**src/bad_pkg.sv**
```systemverilog
// Shared constants and types of the board address decoder
package bad_pkg;
  // Clock and timing
  localparam int CLK_HZ         = 50_000_000;
  localparam int CLK_NS         = 20;
  localparam int FAILSAFE_MS    = 10;
  localparam int FAILSAFE_CYC   = (FAILSAFE_MS * 1_000_000) / CLK_NS;
  localparam int TCLK_FAST_HZ   = 1_230_000;
  localparam int TCLK_SLOW_HZ   = 153_600;
  localparam int TDIV_FAST      = CLK_HZ / TCLK_FAST_HZ;
  localparam int TDIV_SLOW      = CLK_HZ / TCLK_SLOW_HZ;
  // Memory map
  localparam logic [20:0] MEM_TOP      = 21'h100000;
  localparam logic [20:0] ROM_SPAN_MIN = 21'h002000;
  localparam logic [19:0] RAM_TOP_BASE = 20'h01fff;
  localparam logic [19:0] RAM_TOP_EXP  = 20'h03fff;
  localparam logic [19:0] RESET_VECTOR = 20'hffff0;
  // I/O map, groups on the upper five or three address bits and register offsets
  localparam logic [7:0] IO_INTR_CMD   = 8'hc0;
  localparam logic [7:0] IO_INTR_MASK  = 8'hc2;
  localparam logic [7:0] IO_PAR_A      = 8'hc8;
  localparam logic [7:0] IO_PAR_B      = 8'hca;
  localparam logic [7:0] IO_PAR_C      = 8'hcc;
  localparam logic [7:0] IO_PAR_CTRL   = 8'hce;
  localparam logic [7:0] IO_TMR_CNT0   = 8'hd0;
  localparam logic [7:0] IO_TMR_CNT1   = 8'hd2;
  localparam logic [7:0] IO_TMR_CNT2   = 8'hd4;
  localparam logic [7:0] IO_TMR_MODE   = 8'hd6;
  localparam logic [7:0] IO_SER_DATA   = 8'hd8;
  localparam logic [7:0] IO_SER_CMD    = 8'hda;
  localparam logic [4:0] IO_GRP_INTR   = 5'h18;
  localparam logic [4:0] IO_GRP_PAR    = 5'h19;
  localparam logic [4:0] IO_GRP_TMR    = 5'h1a;
  localparam logic [4:0] IO_GRP_SER    = 5'h1b;
  localparam logic [2:0] IO_GRP_EXP2   = 3'h4;
  localparam logic [2:0] IO_GRP_EXP1   = 3'h5;
  localparam logic [1:0] REG_WO        = 2'h3;
  // Decode targets
  typedef enum logic [3:0] {
    TGT_NONE, TGT_ROM, TGT_RAM, TGT_BUSMEM, TGT_INTR, TGT_PAR,
    TGT_TMR, TGT_SER, TGT_EXP1, TGT_EXP2, TGT_BUSIO
  } bad_tgt_t;
  // Cycle sequencer states
  typedef enum logic [2:0] {
    ST_IDLE, ST_LOCAL, ST_BUSREQ, ST_BUSCMD, ST_ACK
  } bad_state_t;
endpackage

```
**src/bad_decoder.sv**
```systemverilog
// Address decode, acknowledge, reset distribution and timer clocking of the board
`timescale 1ns/10ps
// Summary of operation
// - ROM sits at top, span by device size
// - ROM expansion doubles ROM window downward
// - RAM at 0-1FFF, or 0-3FFF expanded
// - Fail-safe acknowledge after 10 ms if enabled
// - On-board ROM/RAM acknowledged internally, no bus
// - Off-board: get bus, command, wait acknowledge
// - Power-up reset; first fetch at FFFF0
// - Reset driven to bus init and peripherals
// - Reset idles serial, parallel mode 0 inputs
// - Aux reset whole system, board reset local
// - Parallel ports C8-CC, control CE write-only
// - Timer counters at D0, D2, D4
// - D6 writes mode word, reads do nothing
// - First connector chip selects from A0-BF
// - Three counters, own clock and output
// - Counter 0 to request 2, chain option
// - Counter 2 output is serial baud clock
// - Counter clocks 1.23 MHz and 153.60 kHz
module bad_decoder #(
  parameter int FAILSAFE_CYCLES = bad_pkg::FAILSAFE_CYC
) (
  input  wire logic        clk,
  input  wire logic        sys_rst,
  input  wire logic        clkEn,
  input  wire logic        cpuReq,
  input  wire logic [19:0] cpuAddr,
  input  wire logic        cpuIo,
  input  wire logic        cpuWr,
  input  wire logic        cpuBhe_n,
  output logic             cpuAck,
  output logic             cpuTimedOut,
  output logic             cpuReset,
  output logic             awaitBootFetch,
  input  wire logic [1:0]  romSize,
  input  wire logic        romExpFitted,
  input  wire logic        ramExpFitted,
  input  wire logic        failSafeEn,
  output logic             romSel,
  output logic             ramSel,
  output logic             intrSel,
  output logic             parSel,
  output logic             tmrSel,
  output logic             serSel,
  output logic [1:0]       periphReg,
  output logic             periphRd,
  output logic             periphWr,
  output logic             lowLaneOnly,
  output logic             exp1Cs0_n,
  output logic             exp1Cs1_n,
  output logic             exp2Cs0_n,
  output logic             exp2Cs1_n,
  output logic             busReq,
  input  wire logic        busGrant,
  output logic             busRdCmd,
  output logic             busWrCmd,
  output logic             busIoCmd,
  input  wire logic        busXack,
  input  wire logic        auxReset_n,
  input  wire logic        local_reset_switch_n,
  output logic             busInitOut,
  output logic             periphReset,
  output logic             timerClk0,
  output logic             timerClk1,
  output logic             timerClk2,
  input  wire logic        chainCnt0To1,
  input  wire logic        cnt1OffBoardSel,
  input  wire logic [2:0]  timerOut,
  output logic             interrupt_request_input_2,
  output logic             cnt1ToMatrix,
  output logic             cnt1OffBoard,
  output logic             serialBaudClk
);
  import bad_pkg::*;

  localparam int FS_W = $clog2(FAILSAFE_CYCLES + 1);

  bad_state_t       state_r, state_nxt;
  bad_tgt_t         tgt_r;
  logic [FS_W-1:0]  fsCnt_r;
  logic             sysRst_r, brdRst_r;
  logic [8:0]       divFast_r;
  logic [8:0]       divSlow_r;
  logic             tickFast, tickSlow;
  logic             take;

  // Memory decode, shared by the sequencer and the checks
  function automatic bad_tgt_t memDecode(input logic [19:0] a, input logic [1:0] sz,
                                         input logic romX, input logic ramX);
    logic [20:0] span;
    // Shift amount kept at three bits so 64K with expansion reaches four
    span = ROM_SPAN_MIN << ({1'b0, sz} + {2'b00, romX});
    memDecode = TGT_BUSMEM;
    if ({1'b0, a} >= MEM_TOP - span)
      memDecode = TGT_ROM;
    else if (a <= (ramX ? RAM_TOP_EXP : RAM_TOP_BASE))
      memDecode = TGT_RAM;
  endfunction

  // I/O decode; odd peripheral ports and odd connector ports with A4 set are not decoded on-board
  function automatic bad_tgt_t ioDecode(input logic [19:0] a);
    ioDecode = TGT_BUSIO;
    if (a[19:8] == 12'h000) begin
      if (a[7:5] == IO_GRP_EXP2)
        ioDecode = (a[4] && a[0]) ? TGT_BUSIO : TGT_EXP2;
      else if (a[7:5] == IO_GRP_EXP1)
        ioDecode = (a[4] && a[0]) ? TGT_BUSIO : TGT_EXP1;
      else if (!a[0]) begin
        case (a[7:3])
          IO_GRP_INTR: ioDecode = TGT_INTR;
          IO_GRP_PAR:  ioDecode = TGT_PAR;
          IO_GRP_TMR:  ioDecode = TGT_TMR;
          IO_GRP_SER:  ioDecode = TGT_SER;
          default:     ioDecode = TGT_BUSIO;
        endcase
      end
    end
  endfunction

  function automatic bad_tgt_t decodeAll(input logic [19:0] a, input logic io,
                                         input logic [1:0] sz, input logic romX,
                                         input logic ramX);
    decodeAll = io ? ioDecode(a) : memDecode(a, sz, romX, ramX);
  endfunction

  // Request taken only in idle, so a held request is not retaken until its cycle has returned to idle
  assign take = clkEn && cpuReq && (state_r == ST_IDLE) && !brdRst_r;

  // Reset sources; aux reaches other boards, the local switch stays here
  always_ff @(posedge clk or posedge sys_rst) begin
    if (sys_rst) begin
      sysRst_r <= 1'b1;
      brdRst_r <= 1'b1;
    end else if (clkEn) begin
      sysRst_r <= !auxReset_n;
      brdRst_r <= !auxReset_n || !local_reset_switch_n;
    end
  end

  // Reset fan-out: processor, bus init line and on-board peripherals
  assign cpuReset    = brdRst_r;
  assign busInitOut  = sysRst_r;
  assign periphReset = brdRst_r;

  // First fetch after reset is expected at the reset vector in ROM
  always_ff @(posedge clk or posedge sys_rst) begin
    if (sys_rst)
      awaitBootFetch <= 1'b1;
    else if (clkEn) begin
      if (brdRst_r)
        awaitBootFetch <= 1'b1;
      else if (take && !cpuIo && cpuAddr == RESET_VECTOR)
        awaitBootFetch <= 1'b0;
    end
  end

  // Sequencer next state
  always_comb begin
    state_nxt = state_r;
    case (state_r)
      ST_IDLE: begin
        if (take) begin
          case (decodeAll(cpuAddr, cpuIo, romSize, romExpFitted, ramExpFitted))
            TGT_BUSMEM, TGT_BUSIO: state_nxt = ST_BUSREQ;
            default:               state_nxt = ST_LOCAL;
          endcase
        end
      end
      ST_LOCAL:  state_nxt = ST_ACK;
      ST_BUSREQ: begin
        if (busGrant)
          state_nxt = ST_BUSCMD;
        else if (failSafeEn && fsCnt_r >= FS_W'(FAILSAFE_CYCLES))
          state_nxt = ST_ACK;
      end
      ST_BUSCMD: begin
        if (busXack)
          state_nxt = ST_ACK;
        else if (failSafeEn && fsCnt_r >= FS_W'(FAILSAFE_CYCLES))
          state_nxt = ST_ACK;
      end
      ST_ACK:    state_nxt = ST_IDLE;
      default:   state_nxt = ST_IDLE;
    endcase
  end

  // Sequencer state; a reset aborts any cycle in flight
  always_ff @(posedge clk or posedge sys_rst) begin
    if (sys_rst)
      state_r <= ST_IDLE;
    else if (clkEn)
      state_r <= brdRst_r ? ST_IDLE : state_nxt;
  end

  // Fail-safe counter runs only while waiting on the bus
  always_ff @(posedge clk or posedge sys_rst) begin
    if (sys_rst)
      fsCnt_r <= '0;
    else if (clkEn) begin
      if (state_r == ST_BUSREQ || state_r == ST_BUSCMD)
        fsCnt_r <= fsCnt_r + FS_W'(1);
      else
        fsCnt_r <= '0;
    end
  end

  // Timeout flag stands with the acknowledge it explains
  always_ff @(posedge clk or posedge sys_rst) begin
    if (sys_rst)
      cpuTimedOut <= 1'b0;
    else if (clkEn) begin
      if ((state_r == ST_BUSREQ || state_r == ST_BUSCMD) && state_nxt == ST_ACK)
        cpuTimedOut <= !(state_r == ST_BUSCMD && busXack);
      else if (state_r == ST_ACK)
        cpuTimedOut <= 1'b0;
    end
  end

  // Acknowledge is a one-cycle pulse in the ack state
  assign cpuAck = clkEn && (state_r == ST_ACK);

  // Bus ownership and commands; command only once the bus is ours
  assign busReq   = (state_r == ST_BUSREQ) || (state_r == ST_BUSCMD);
  assign busRdCmd = (state_r == ST_BUSCMD) && !cpuWr;
  assign busWrCmd = (state_r == ST_BUSCMD) && cpuWr;
  assign busIoCmd = (state_r == ST_BUSCMD) && (tgt_r == TGT_BUSIO);

  // Target and selects latched at take, dropped after the acknowledge
  always_ff @(posedge clk or posedge sys_rst) begin
    if (sys_rst) begin
      tgt_r       <= TGT_NONE;
      romSel      <= 1'b0;
      ramSel      <= 1'b0;
      intrSel     <= 1'b0;
      parSel      <= 1'b0;
      tmrSel      <= 1'b0;
      serSel      <= 1'b0;
      periphReg   <= 2'h0;
      periphRd    <= 1'b0;
      periphWr    <= 1'b0;
      lowLaneOnly <= 1'b0;
      exp1Cs0_n   <= 1'b1;
      exp1Cs1_n   <= 1'b1;
      exp2Cs0_n   <= 1'b1;
      exp2Cs1_n   <= 1'b1;
    end else if (clkEn) begin
      if (take) begin : latchSel
        bad_tgt_t t;
        logic     wo;
        logic     cs0;
        logic     cs1;
        t   = decodeAll(cpuAddr, cpuIo, romSize, romExpFitted, ramExpFitted);
        // Write-only control words answer a read with nothing
        wo  = ((t == TGT_PAR) || (t == TGT_TMR)) && (cpuAddr[2:1] == REG_WO)
              && !cpuWr;
        cs0 = !cpuAddr[4] && !cpuAddr[0];
        cs1 = cpuAddr[4] ? !cpuAddr[0] : cpuAddr[0];
        tgt_r       <= t;
        romSel      <= (t == TGT_ROM);
        ramSel      <= (t == TGT_RAM);
        intrSel     <= (t == TGT_INTR);
        parSel      <= (t == TGT_PAR) && !wo;
        tmrSel      <= (t == TGT_TMR) && !wo;
        serSel      <= (t == TGT_SER);
        periphReg   <= (t == TGT_INTR || t == TGT_SER) ? {1'b0, cpuAddr[1]}
                                                       : cpuAddr[2:1];
        periphRd    <= (t >= TGT_INTR && t <= TGT_SER) && !cpuWr && !wo;
        periphWr    <= (t >= TGT_INTR && t <= TGT_SER) && cpuWr;
        lowLaneOnly <= (t >= TGT_INTR && t <= TGT_SER);
        exp1Cs0_n   <= !((t == TGT_EXP1) && cs0);
        exp1Cs1_n   <= !((t == TGT_EXP1) && cs1);
        exp2Cs0_n   <= !((t == TGT_EXP2) && cs0);
        exp2Cs1_n   <= !((t == TGT_EXP2) && cs1);
      end else if (state_r == ST_ACK || brdRst_r) begin
        tgt_r       <= TGT_NONE;
        romSel      <= 1'b0;
        ramSel      <= 1'b0;
        intrSel     <= 1'b0;
        parSel      <= 1'b0;
        tmrSel      <= 1'b0;
        serSel      <= 1'b0;
        periphRd    <= 1'b0;
        periphWr    <= 1'b0;
        lowLaneOnly <= 1'b0;
        exp1Cs0_n   <= 1'b1;
        exp1Cs1_n   <= 1'b1;
        exp2Cs0_n   <= 1'b1;
        exp2Cs1_n   <= 1'b1;
      end
    end
  end

  // Counter clock dividers; ratios round down, so rates sit slightly high
  always_ff @(posedge clk or posedge sys_rst) begin
    if (sys_rst) begin
      divFast_r <= '0;
      divSlow_r <= '0;
    end else if (clkEn) begin
      divFast_r <= tickFast ? '0 : divFast_r + 9'(1);
      divSlow_r <= tickSlow ? '0 : divSlow_r + 9'(1);
    end
  end
  assign tickFast = (divFast_r == 9'(TDIV_FAST - 1));
  assign tickSlow = (divSlow_r == 9'(TDIV_SLOW - 1));

  // Each counter gets its own clock; counter 1 may chain off counter 0
  always_ff @(posedge clk or posedge sys_rst) begin
    if (sys_rst) begin
      timerClk0                 <= 1'b0;
      timerClk1                 <= 1'b0;
      timerClk2                 <= 1'b0;
      interrupt_request_input_2 <= 1'b0;
      cnt1ToMatrix              <= 1'b0;
      cnt1OffBoard              <= 1'b0;
      serialBaudClk             <= 1'b0;
    end else if (clkEn) begin
      timerClk0                 <= tickFast;
      timerClk1                 <= chainCnt0To1 ? timerOut[0] : tickSlow;
      timerClk2                 <= tickFast;
      interrupt_request_input_2 <= timerOut[0];
      cnt1ToMatrix              <= !cnt1OffBoardSel && timerOut[1];
      cnt1OffBoard              <= cnt1OffBoardSel && timerOut[1];
      serialBaudClk             <= timerOut[2];
    end
  end
endmodule

```
**config.mk**
```make
export PLATFORM = sky130hd
export DESIGN_NAME = bad_decoder
export DESIGN_NICKNAME = d
export VERILOG_FILES = /design/src/bad_pkg.sv /design/src/bad_decoder.sv
export SDC_FILE = /design/constraint.sdc
export NUM_CORES = 1
export LEC_CHECK = 0
export BUFFER_PORTS_ARGS = -buffer_cell sky130_fd_sc_hd__buf_2
export CORE_MARGIN = 2
export CORE_UTILIZATION = 50
export CTS_CLUSTER_DIAMETER = 40
export CTS_CLUSTER_SIZE = 14
export DETAILED_ROUTE_END_ITERATION = 10
export PLACE_DENSITY_LB_ADDON = 0.2
export SLEW_MARGIN = 30
export SYNTH_ARGS = -nofsm -noshare
export SYNTH_HDL_FRONTEND = slang
export SYNTH_SLANG_ARGS = --single-unit
```
**constraint.sdc**
```tcl
create_clock -name clk -period 2 [get_ports clk]
set_input_delay 0.3 -clock clk [delete_from_list [all_inputs] [get_ports clk]]
set_output_delay 0.3 -clock clk [all_outputs]
set_load 0.05 [all_outputs]
```
==> results of run 1 <==
==> through the flow <==
step                worst slack [ps]  cell area, sq um  power, mW
finish                          -594              5010       3.45
global route                    -640              5010       3.65
CTS                             -584              4970       3.47
detailed placement             -1040              4720       2.49
global placement                -984              4720       2.46
floorplan                       -802              3910       2.22
==> worst paths after layout <==
kind,endpoint,slack [ps],depth (start not counted)
setup / recovery,intrSel,-590,12
hold / removal,cpuReset,120,2
setup reg to reg,awaitBootFetch,200,5
hold reg to reg,divFast_r[8],470,1
max in group asynchronous,busInitOut,900,4
min in group asynchronous,tgt_r[2],490,3
==> power groups by stage <==
| stage | clock [mW] | combinational [mW] | sequential [mW] |
|---|---|---|---|
| finish | 0.960 | 0.789 | 1.70 |
| detailed placement | 0 | 0.770 | 1.72 |
| CTS | 0.981 | 0.790 | 1.70 |
| floorplan | 0 | 0.429 | 1.79 |
| global route | 1.04 | 0.881 | 1.73 |
| global placement | 0 | 0.748 | 1.72 |
==> cell type report <==
| class | instances | area [sq um] | share of cell area |
|---|---|---|---|
| Timing Repair Buffer | 125 | 811 | 0.162 |
| Multi-Input combinational cell | 309 | 2080 | 0.416 |
| Clock inverter | 5 | 30.0 | 0.00599 |
| Sequential cell | 69 | 1740 | 0.346 |
| Tap cell | 102 | 128 | 0.0255 |
| Inverter | 24 | 93.8 | 0.0187 |
| Clock buffer | 11 | 131 | 0.0262 |
==> registers in the layout, summed over array words and instances (netlist names), 2 cells and up <==
signal     cells
divSlow_r      9
divFast_r      9
tgt_r          4
periphReg      2
state_r        3
fsCnt_r       19
==> cell families after synthesis <==
kind of cell | count (synthesis) | synth area share
compound gates | 70 | 0.125
xor+xnor | 28 | 0.0634
fa+ha+maj | 19 | 0.0614
buf+inv | 34 | 0.0349
flops | 69 | 0.449
mux | 6 | 0.0165
simple gates | 186 | 0.250
==> per-layer routing <==
metal | vias to the layer above | wire length (um) | global-route usage
met2 | 90 | 4330 | 0.360
met1 | 1661 | 4020 | 0.292
met5 | - | 0 | 0
met3 | 14 | 455 | 0.0378
li1 | 1713 | - | -
met4 | 0 | 146 | 0.0771
==> cell usage after synthesis (3+ instances only) <==
cell type  number
or3_1           6
mux2i_1         3
dfrtp_1        62
nand3_1        21
nand4_1        12
nor2b_1         3
nor4_1          4
mux2_2          3
o22a_1          4
o31ai_1         5
nor3_1         10
and3_1          8
xor2_1          9
a21o_1          3
o21ai_0        22
ha_1           19
dfstp_2         7
nand2_1        50
xnor2_1        19
a21oi_1         9
a32o_1          3
nor2_1         47
a31oi_1         3
inv_1          24
clkbuf_1        7
nand2b_1        4
or4_1           3
==> timing repair <==
action / CTS / global route
pin swaps: 13 / 4
endpoints found under the hold margin: 11 / 0
endpoints found under the setup margin: 19 / 20
buffers inserted: 5 / 0
gates resized for setup: 12 / 10
hold buffers: 1 / 0
==> results.yml, run 1 <==
timing:
  fin_crit_sh: 1.30
  slew_headroom: 0.663
  finalWorstSetupSlack_ps: -594
  fin_setup_tns_ps: -7700
  max_freq_ghz: 0.386
  rsz0062_at_grt: "true"
  hold_viol_final: 0
  timing.hold.ws_ps: 122
  setup-violations-final: 16
  min_period_ps: 2590
  worst_pin_slew_ps: 505
  skew_ps: 17.5
  drv_slew: 0
finish:
  area_growth_pct: 29.6
  utilization: 0.659
  fin_nets: 598
  fillCellCount: 647
  layout-drive-gt1-share: 0.326
  final_common_cell: "buf_2"
  diodes: 0
  layout_common_cells: "66 x buf_2, 62 x dfrtp_1, 51 x buf_4"
  fin_cells: 645
clock_tree:
  cts_buffers: 9
  clockBufferDepth: 2
  h-tree-depth: 3
  cts_tree: "built"
  root_buffer: "clkbuf_8"
  clock_latency_ps: 340
  clkTransAtPathRegs_ps: 80
  clock-sinks: 69
worst_setup_path:
  crit_chain: "buf_6 -> ha_4 -> inv_2 -> ha_4 -> or3_1 -> ha_1 -> and4_1 -> nand2_1 -> or4_4 -> and3_4 -> nand2b_4 -> a32o_1"
  crit_path_max_incr_delay_ps: 510
  regToRegStartpoint: "cpuReset"
  setup.worst_path.class: "primary input to flip-flop"
  crit_top_cell: "ha_4"
  required_ps: 2220
  endpoint_kind: "flip-flop"
  critPathBufInv: 2
  crit_start: "romExpFitted"
  critPathTopFamily: "simple AND/OR/NAND/NOR gates"
  critPathSlowestCell: "or4_4"
  cp.arrival_ps: 2820
  start_kind: "primary input"
  cp_max_fo: 5
floorplanning:
  ios: 73
  die_h_um: 92.0
  die-width_um: 92.0
  num_rows: 32
  core_sq_um: 7610
  die_area_sq_um: 8460
  initial_core_util: 0.509
pwr:
  p_int_mw: 2.33
  switching_share: 0.323
  comb_power_share: 0.229
  vdd_drop_max_mv: 0.383
  p_seq_frac: 0.493
  leakage_nw: 2.33
  p_clk_frac: 0.278
  p_per_area_nw_per_um2: 688
  p_sw_mw: 1.11
place:
  hpwl_um: 6900
  numPortBuffers: 71
  gp_congestion: 0.874
  post-place-cells: 623
detailed_routing:
  drtIter0Drc: 174
  avgViaCountPerCell: 5.39
  wl_per_cell_um: 13.9
  wl_um: 8940
  antenna_left: 0
  drt-pass1-iter-count: 5
  drcViolationCount: 0
  vias: 3478
run_status:
  status: "finished with violations"
  violations: "setup timing"
global_route:
  grt.overflow.total: 0
  grt_max_degree: 38
  grtUsageTotal: 0.218
  grt_pass1_wl_um: 15100
  grt_pass1_vias: 3365
  antenna_found_initial: 0
yosys:
  yosys.area.top_type: "dfrtp_1"
  synth-main-ff-cell: "dfrtp_1"
  synth_cell_types: 61
  ys_seq_elements: 69
  seq_area_frac_synth: 0.449
  ys_top_cells_by_area: "dfrtp_1 40%, ha_1 6.1%, nand2_1 4.9%, dfstp_2 4.8%, nor2_1 4.6%"
  synth_fp_nets: 472
  ys_async_sr_fraction: 1.00
  synth_cells: 412
  synth_edf_count: 0
  postSynthAreaPerCell_sq_um: 9.39
  synth_top_area_frac: 0.401
  syn-cell-area_sq_um: 3870
  synth_warnings: 0
worst_hold_path:
  hold_path_class: "primary input to flip-flop"
  hold_start: "local_reset_switch_n"
job:
  cap_violations: 0
Note: power is estimated with default switching activity, not from simulation.
==> run 2, diff against run 1 <==
--- a/config.mk
+++ b/config.mk
@@ -12,6 +12,7 @@
 export CTS_CLUSTER_SIZE = 14
 export DETAILED_ROUTE_END_ITERATION = 10
 export PLACE_DENSITY_LB_ADDON = 0.2
+export SKIP_LAST_GASP = 1
 export SLEW_MARGIN = 30
 export SYNTH_ARGS = -nofsm -noshare
 export SYNTH_HDL_FRONTEND = slang
==> constraint.sdc (replaced) <==
create_clock -name clk -period 2.3 [get_ports clk]
set_input_delay 0.345 -clock clk [delete_from_list [all_inputs] [get_ports clk]]
set_output_delay 0.345 -clock clk [all_outputs]
set_load 0.05 [all_outputs]
==> run 2 against run 1 <==
Against the previous run: the run still ends with setup timing left; die area did not move; flip-flop and latch count did not move; non-clock buffer count fell by 21; cell count fell by 3.3%; sequential power fell by 12%; worst hold slack improved by 40 ps; utilization fell by 2.5 points; critical path depth did not move; worst setup slack improved by 270 ps; clock power fell by 7.7%; largest cell class unchanged; largest power group unchanged.
==> results.yml, run 2 (same netlist as run 1, synthesis figures left out) <==
floorplanning:
  num_rows: 32
  die-width_um: 92.0
  die_h_um: 92.0
  ios: 73
  core_sq_um: 7610
  die_area_sq_um: 8460
  initial_core_util: 0.509
finish:
  diodes: 0
  layout-drive-gt1-share: 0.291
  top_regs: "fsCnt_r x19, divFast_r x9, divSlow_r x9"
  largest_register: "fsCnt_r"
  fin_cells: 624
  fin_nets: 577
  largest_reg_flops: 19
  area_growth_pct: 24.8
  layout_common_cells: "69 x buf_2, 62 x dfrtp_1, 50 x nand2_1"
  design_area_sq_um: 4830
  fillCellCount: 656
  utilization: 0.635
  final_common_cell: "buf_2"
pwr:
  p_per_area_nw_per_um2: 630
  leakage_nw: 2.23
  p_total_mw: 3.04
  switching_share: 0.318
  p_clk_frac: 0.291
  p_seq_frac: 0.489
  comb_power_share: 0.220
  p_sw_mw: 0.967
  p_int_mw: 2.07
  vdd_drop_max_mv: 0.360
global_route:
  grt_pass1_vias: 3305
  antenna_found_initial: 0
  grt_max_degree: 32
  grt_pass1_wl_um: 14800
  grtUsageTotal: 0.217
  grt.overflow.total: 0
clock_tree:
  clockBufferDepth: 2
  cts_buffers: 9
  h-tree-depth: 3
  root_buffer: "clkbuf_8"
  clock-sinks: 69
  clkTransAtPathRegs_ps: 70
  cts_tree: "built"
  clock_latency_ps: 340
place:
  post-place-cells: 602
  preCtsSetupSlack_ps: -815
  dpl_cell_area_sq_um: 4540
  numPortBuffers: 71
  hpwl_um: 6670
  gp_congestion: 0.845
timing:
  finalWorstSetupSlack_ps: -322
  drv_slew: 0
  fin_crit_sh: 1.14
  rsz0062_at_grt: "true"
  max_freq_ghz: 0.381
  setup-violations-final: 15
  hold_viol_final: 0
  min_period_ps: 2620
  worst_pin_slew_ps: 895
  skew_ps: 8.03
  fin_setup_tns_ps: -3840
  timing.hold.ws_ps: 162
  slew_headroom: 0.401
worst_setup_path:
  crit_top_cell: "ha_4"
  crit_cells: 12
  regToRegStartpoint: "state_r[0]"
  cp.arrival_ps: 2860
  endpoint_kind: "flip-flop"
  cp_max_fo: 6
  worst-r2r-cell-count: 5
  start_kind: "primary input"
  setup.worst_path.class: "primary input to flip-flop"
  critPathBufInv: 2
  required_ps: 2530
  crit_path_max_incr_delay_ps: 520
  crit_start: "romSize[0]"
  crit_chain: "buf_6 -> ha_4 -> inv_2 -> ha_4 -> or3_4 -> ha_4 -> and4_1 -> nand2_1 -> or4_4 -> and3_4 -> nand2b_4 -> a32o_1"
  r2r_slack_ps: 340
  critPathTopFamily: "simple AND/OR/NAND/NOR gates"
  reg2reg_to: "awaitBootFetch"
  critPathSlowestCell: "or4_4"
  cp-endpoint: "intrSel"
job:
  cap_violations: 0
run_status:
  violations: "setup timing"
  status: "finished with violations"
detailed_routing:
  wl_per_cell_um: 14.2
  drt-pass1-iter-count: 4
  antenna_left: 0
  drtIter0Drc: 183
  avgViaCountPerCell: 5.41
  drcViolationCount: 0
  wl_um: 8880
  vias: 3374
worst_hold_path:
  hold_path_class: "primary input to flip-flop"
[run 2: power by group through the flow]
stage | clock network [mW] | logic, mW | registers, mW
2_1_floorplan | 0 | 0.372 | 1.56
3_3_place_gp | 0 | 0.625 | 1.50
3_5_place_dp | 0 | 0.645 | 1.50
4_1_cts | 0.908 | 0.657 | 1.48
5_1_grt | 0.954 | 0.748 | 1.51
6_report | 0.886 | 0.668 | 1.49
[run 2: layer usage]
metal	vias to the layer above	wire (um)	part of all wire	GRT usage
met5	-	0	0	0
met3	6	396	0.045	0.0509
met2	79	4320	0.49	0.360
met1	1618	4060	0.46	0.285
li1	1671	-	-	-
met4	0	105	0.012	0.0659
[run 2: how the worst min path moves through the flow]
stage | startpoint | endpoint | cells after the start
final | auxReset_n | busInitOut | 2
after CTS | local_reset_switch_n | cpuReset | 2
after floorplan | auxReset_n | busInitOut | 1
after global routing | local_reset_switch_n | cpuReset | 2
after detailed placement | sys_rst | fsCnt_r[17] | 2
after global placement | sys_rst | fsCnt_r[18] | 2
[run 2: final cells by class]
cell class | instances | area [sq um] | share of cell area
Timing Repair Buffer | 104 | 626 | 0.130
Sequential cell | 69 | 1740 | 0.360
Clock inverter | 4 | 22.5 | 0.00467
Tap cell | 102 | 128 | 0.0264
Inverter | 24 | 90.1 | 0.0187
Clock buffer | 12 | 155 | 0.0321
Multi-Input combinational cell | 309 | 2070 | 0.429
[run 2: timing repair]
item	in CTS	in global routing
setup endpoints to repair	16	18
hold buffers	1	0
setup buffers	1	4
pin swaps	10	5
resized for setup	6	9
hold endpoints to repair	14	0
cloned	0	0
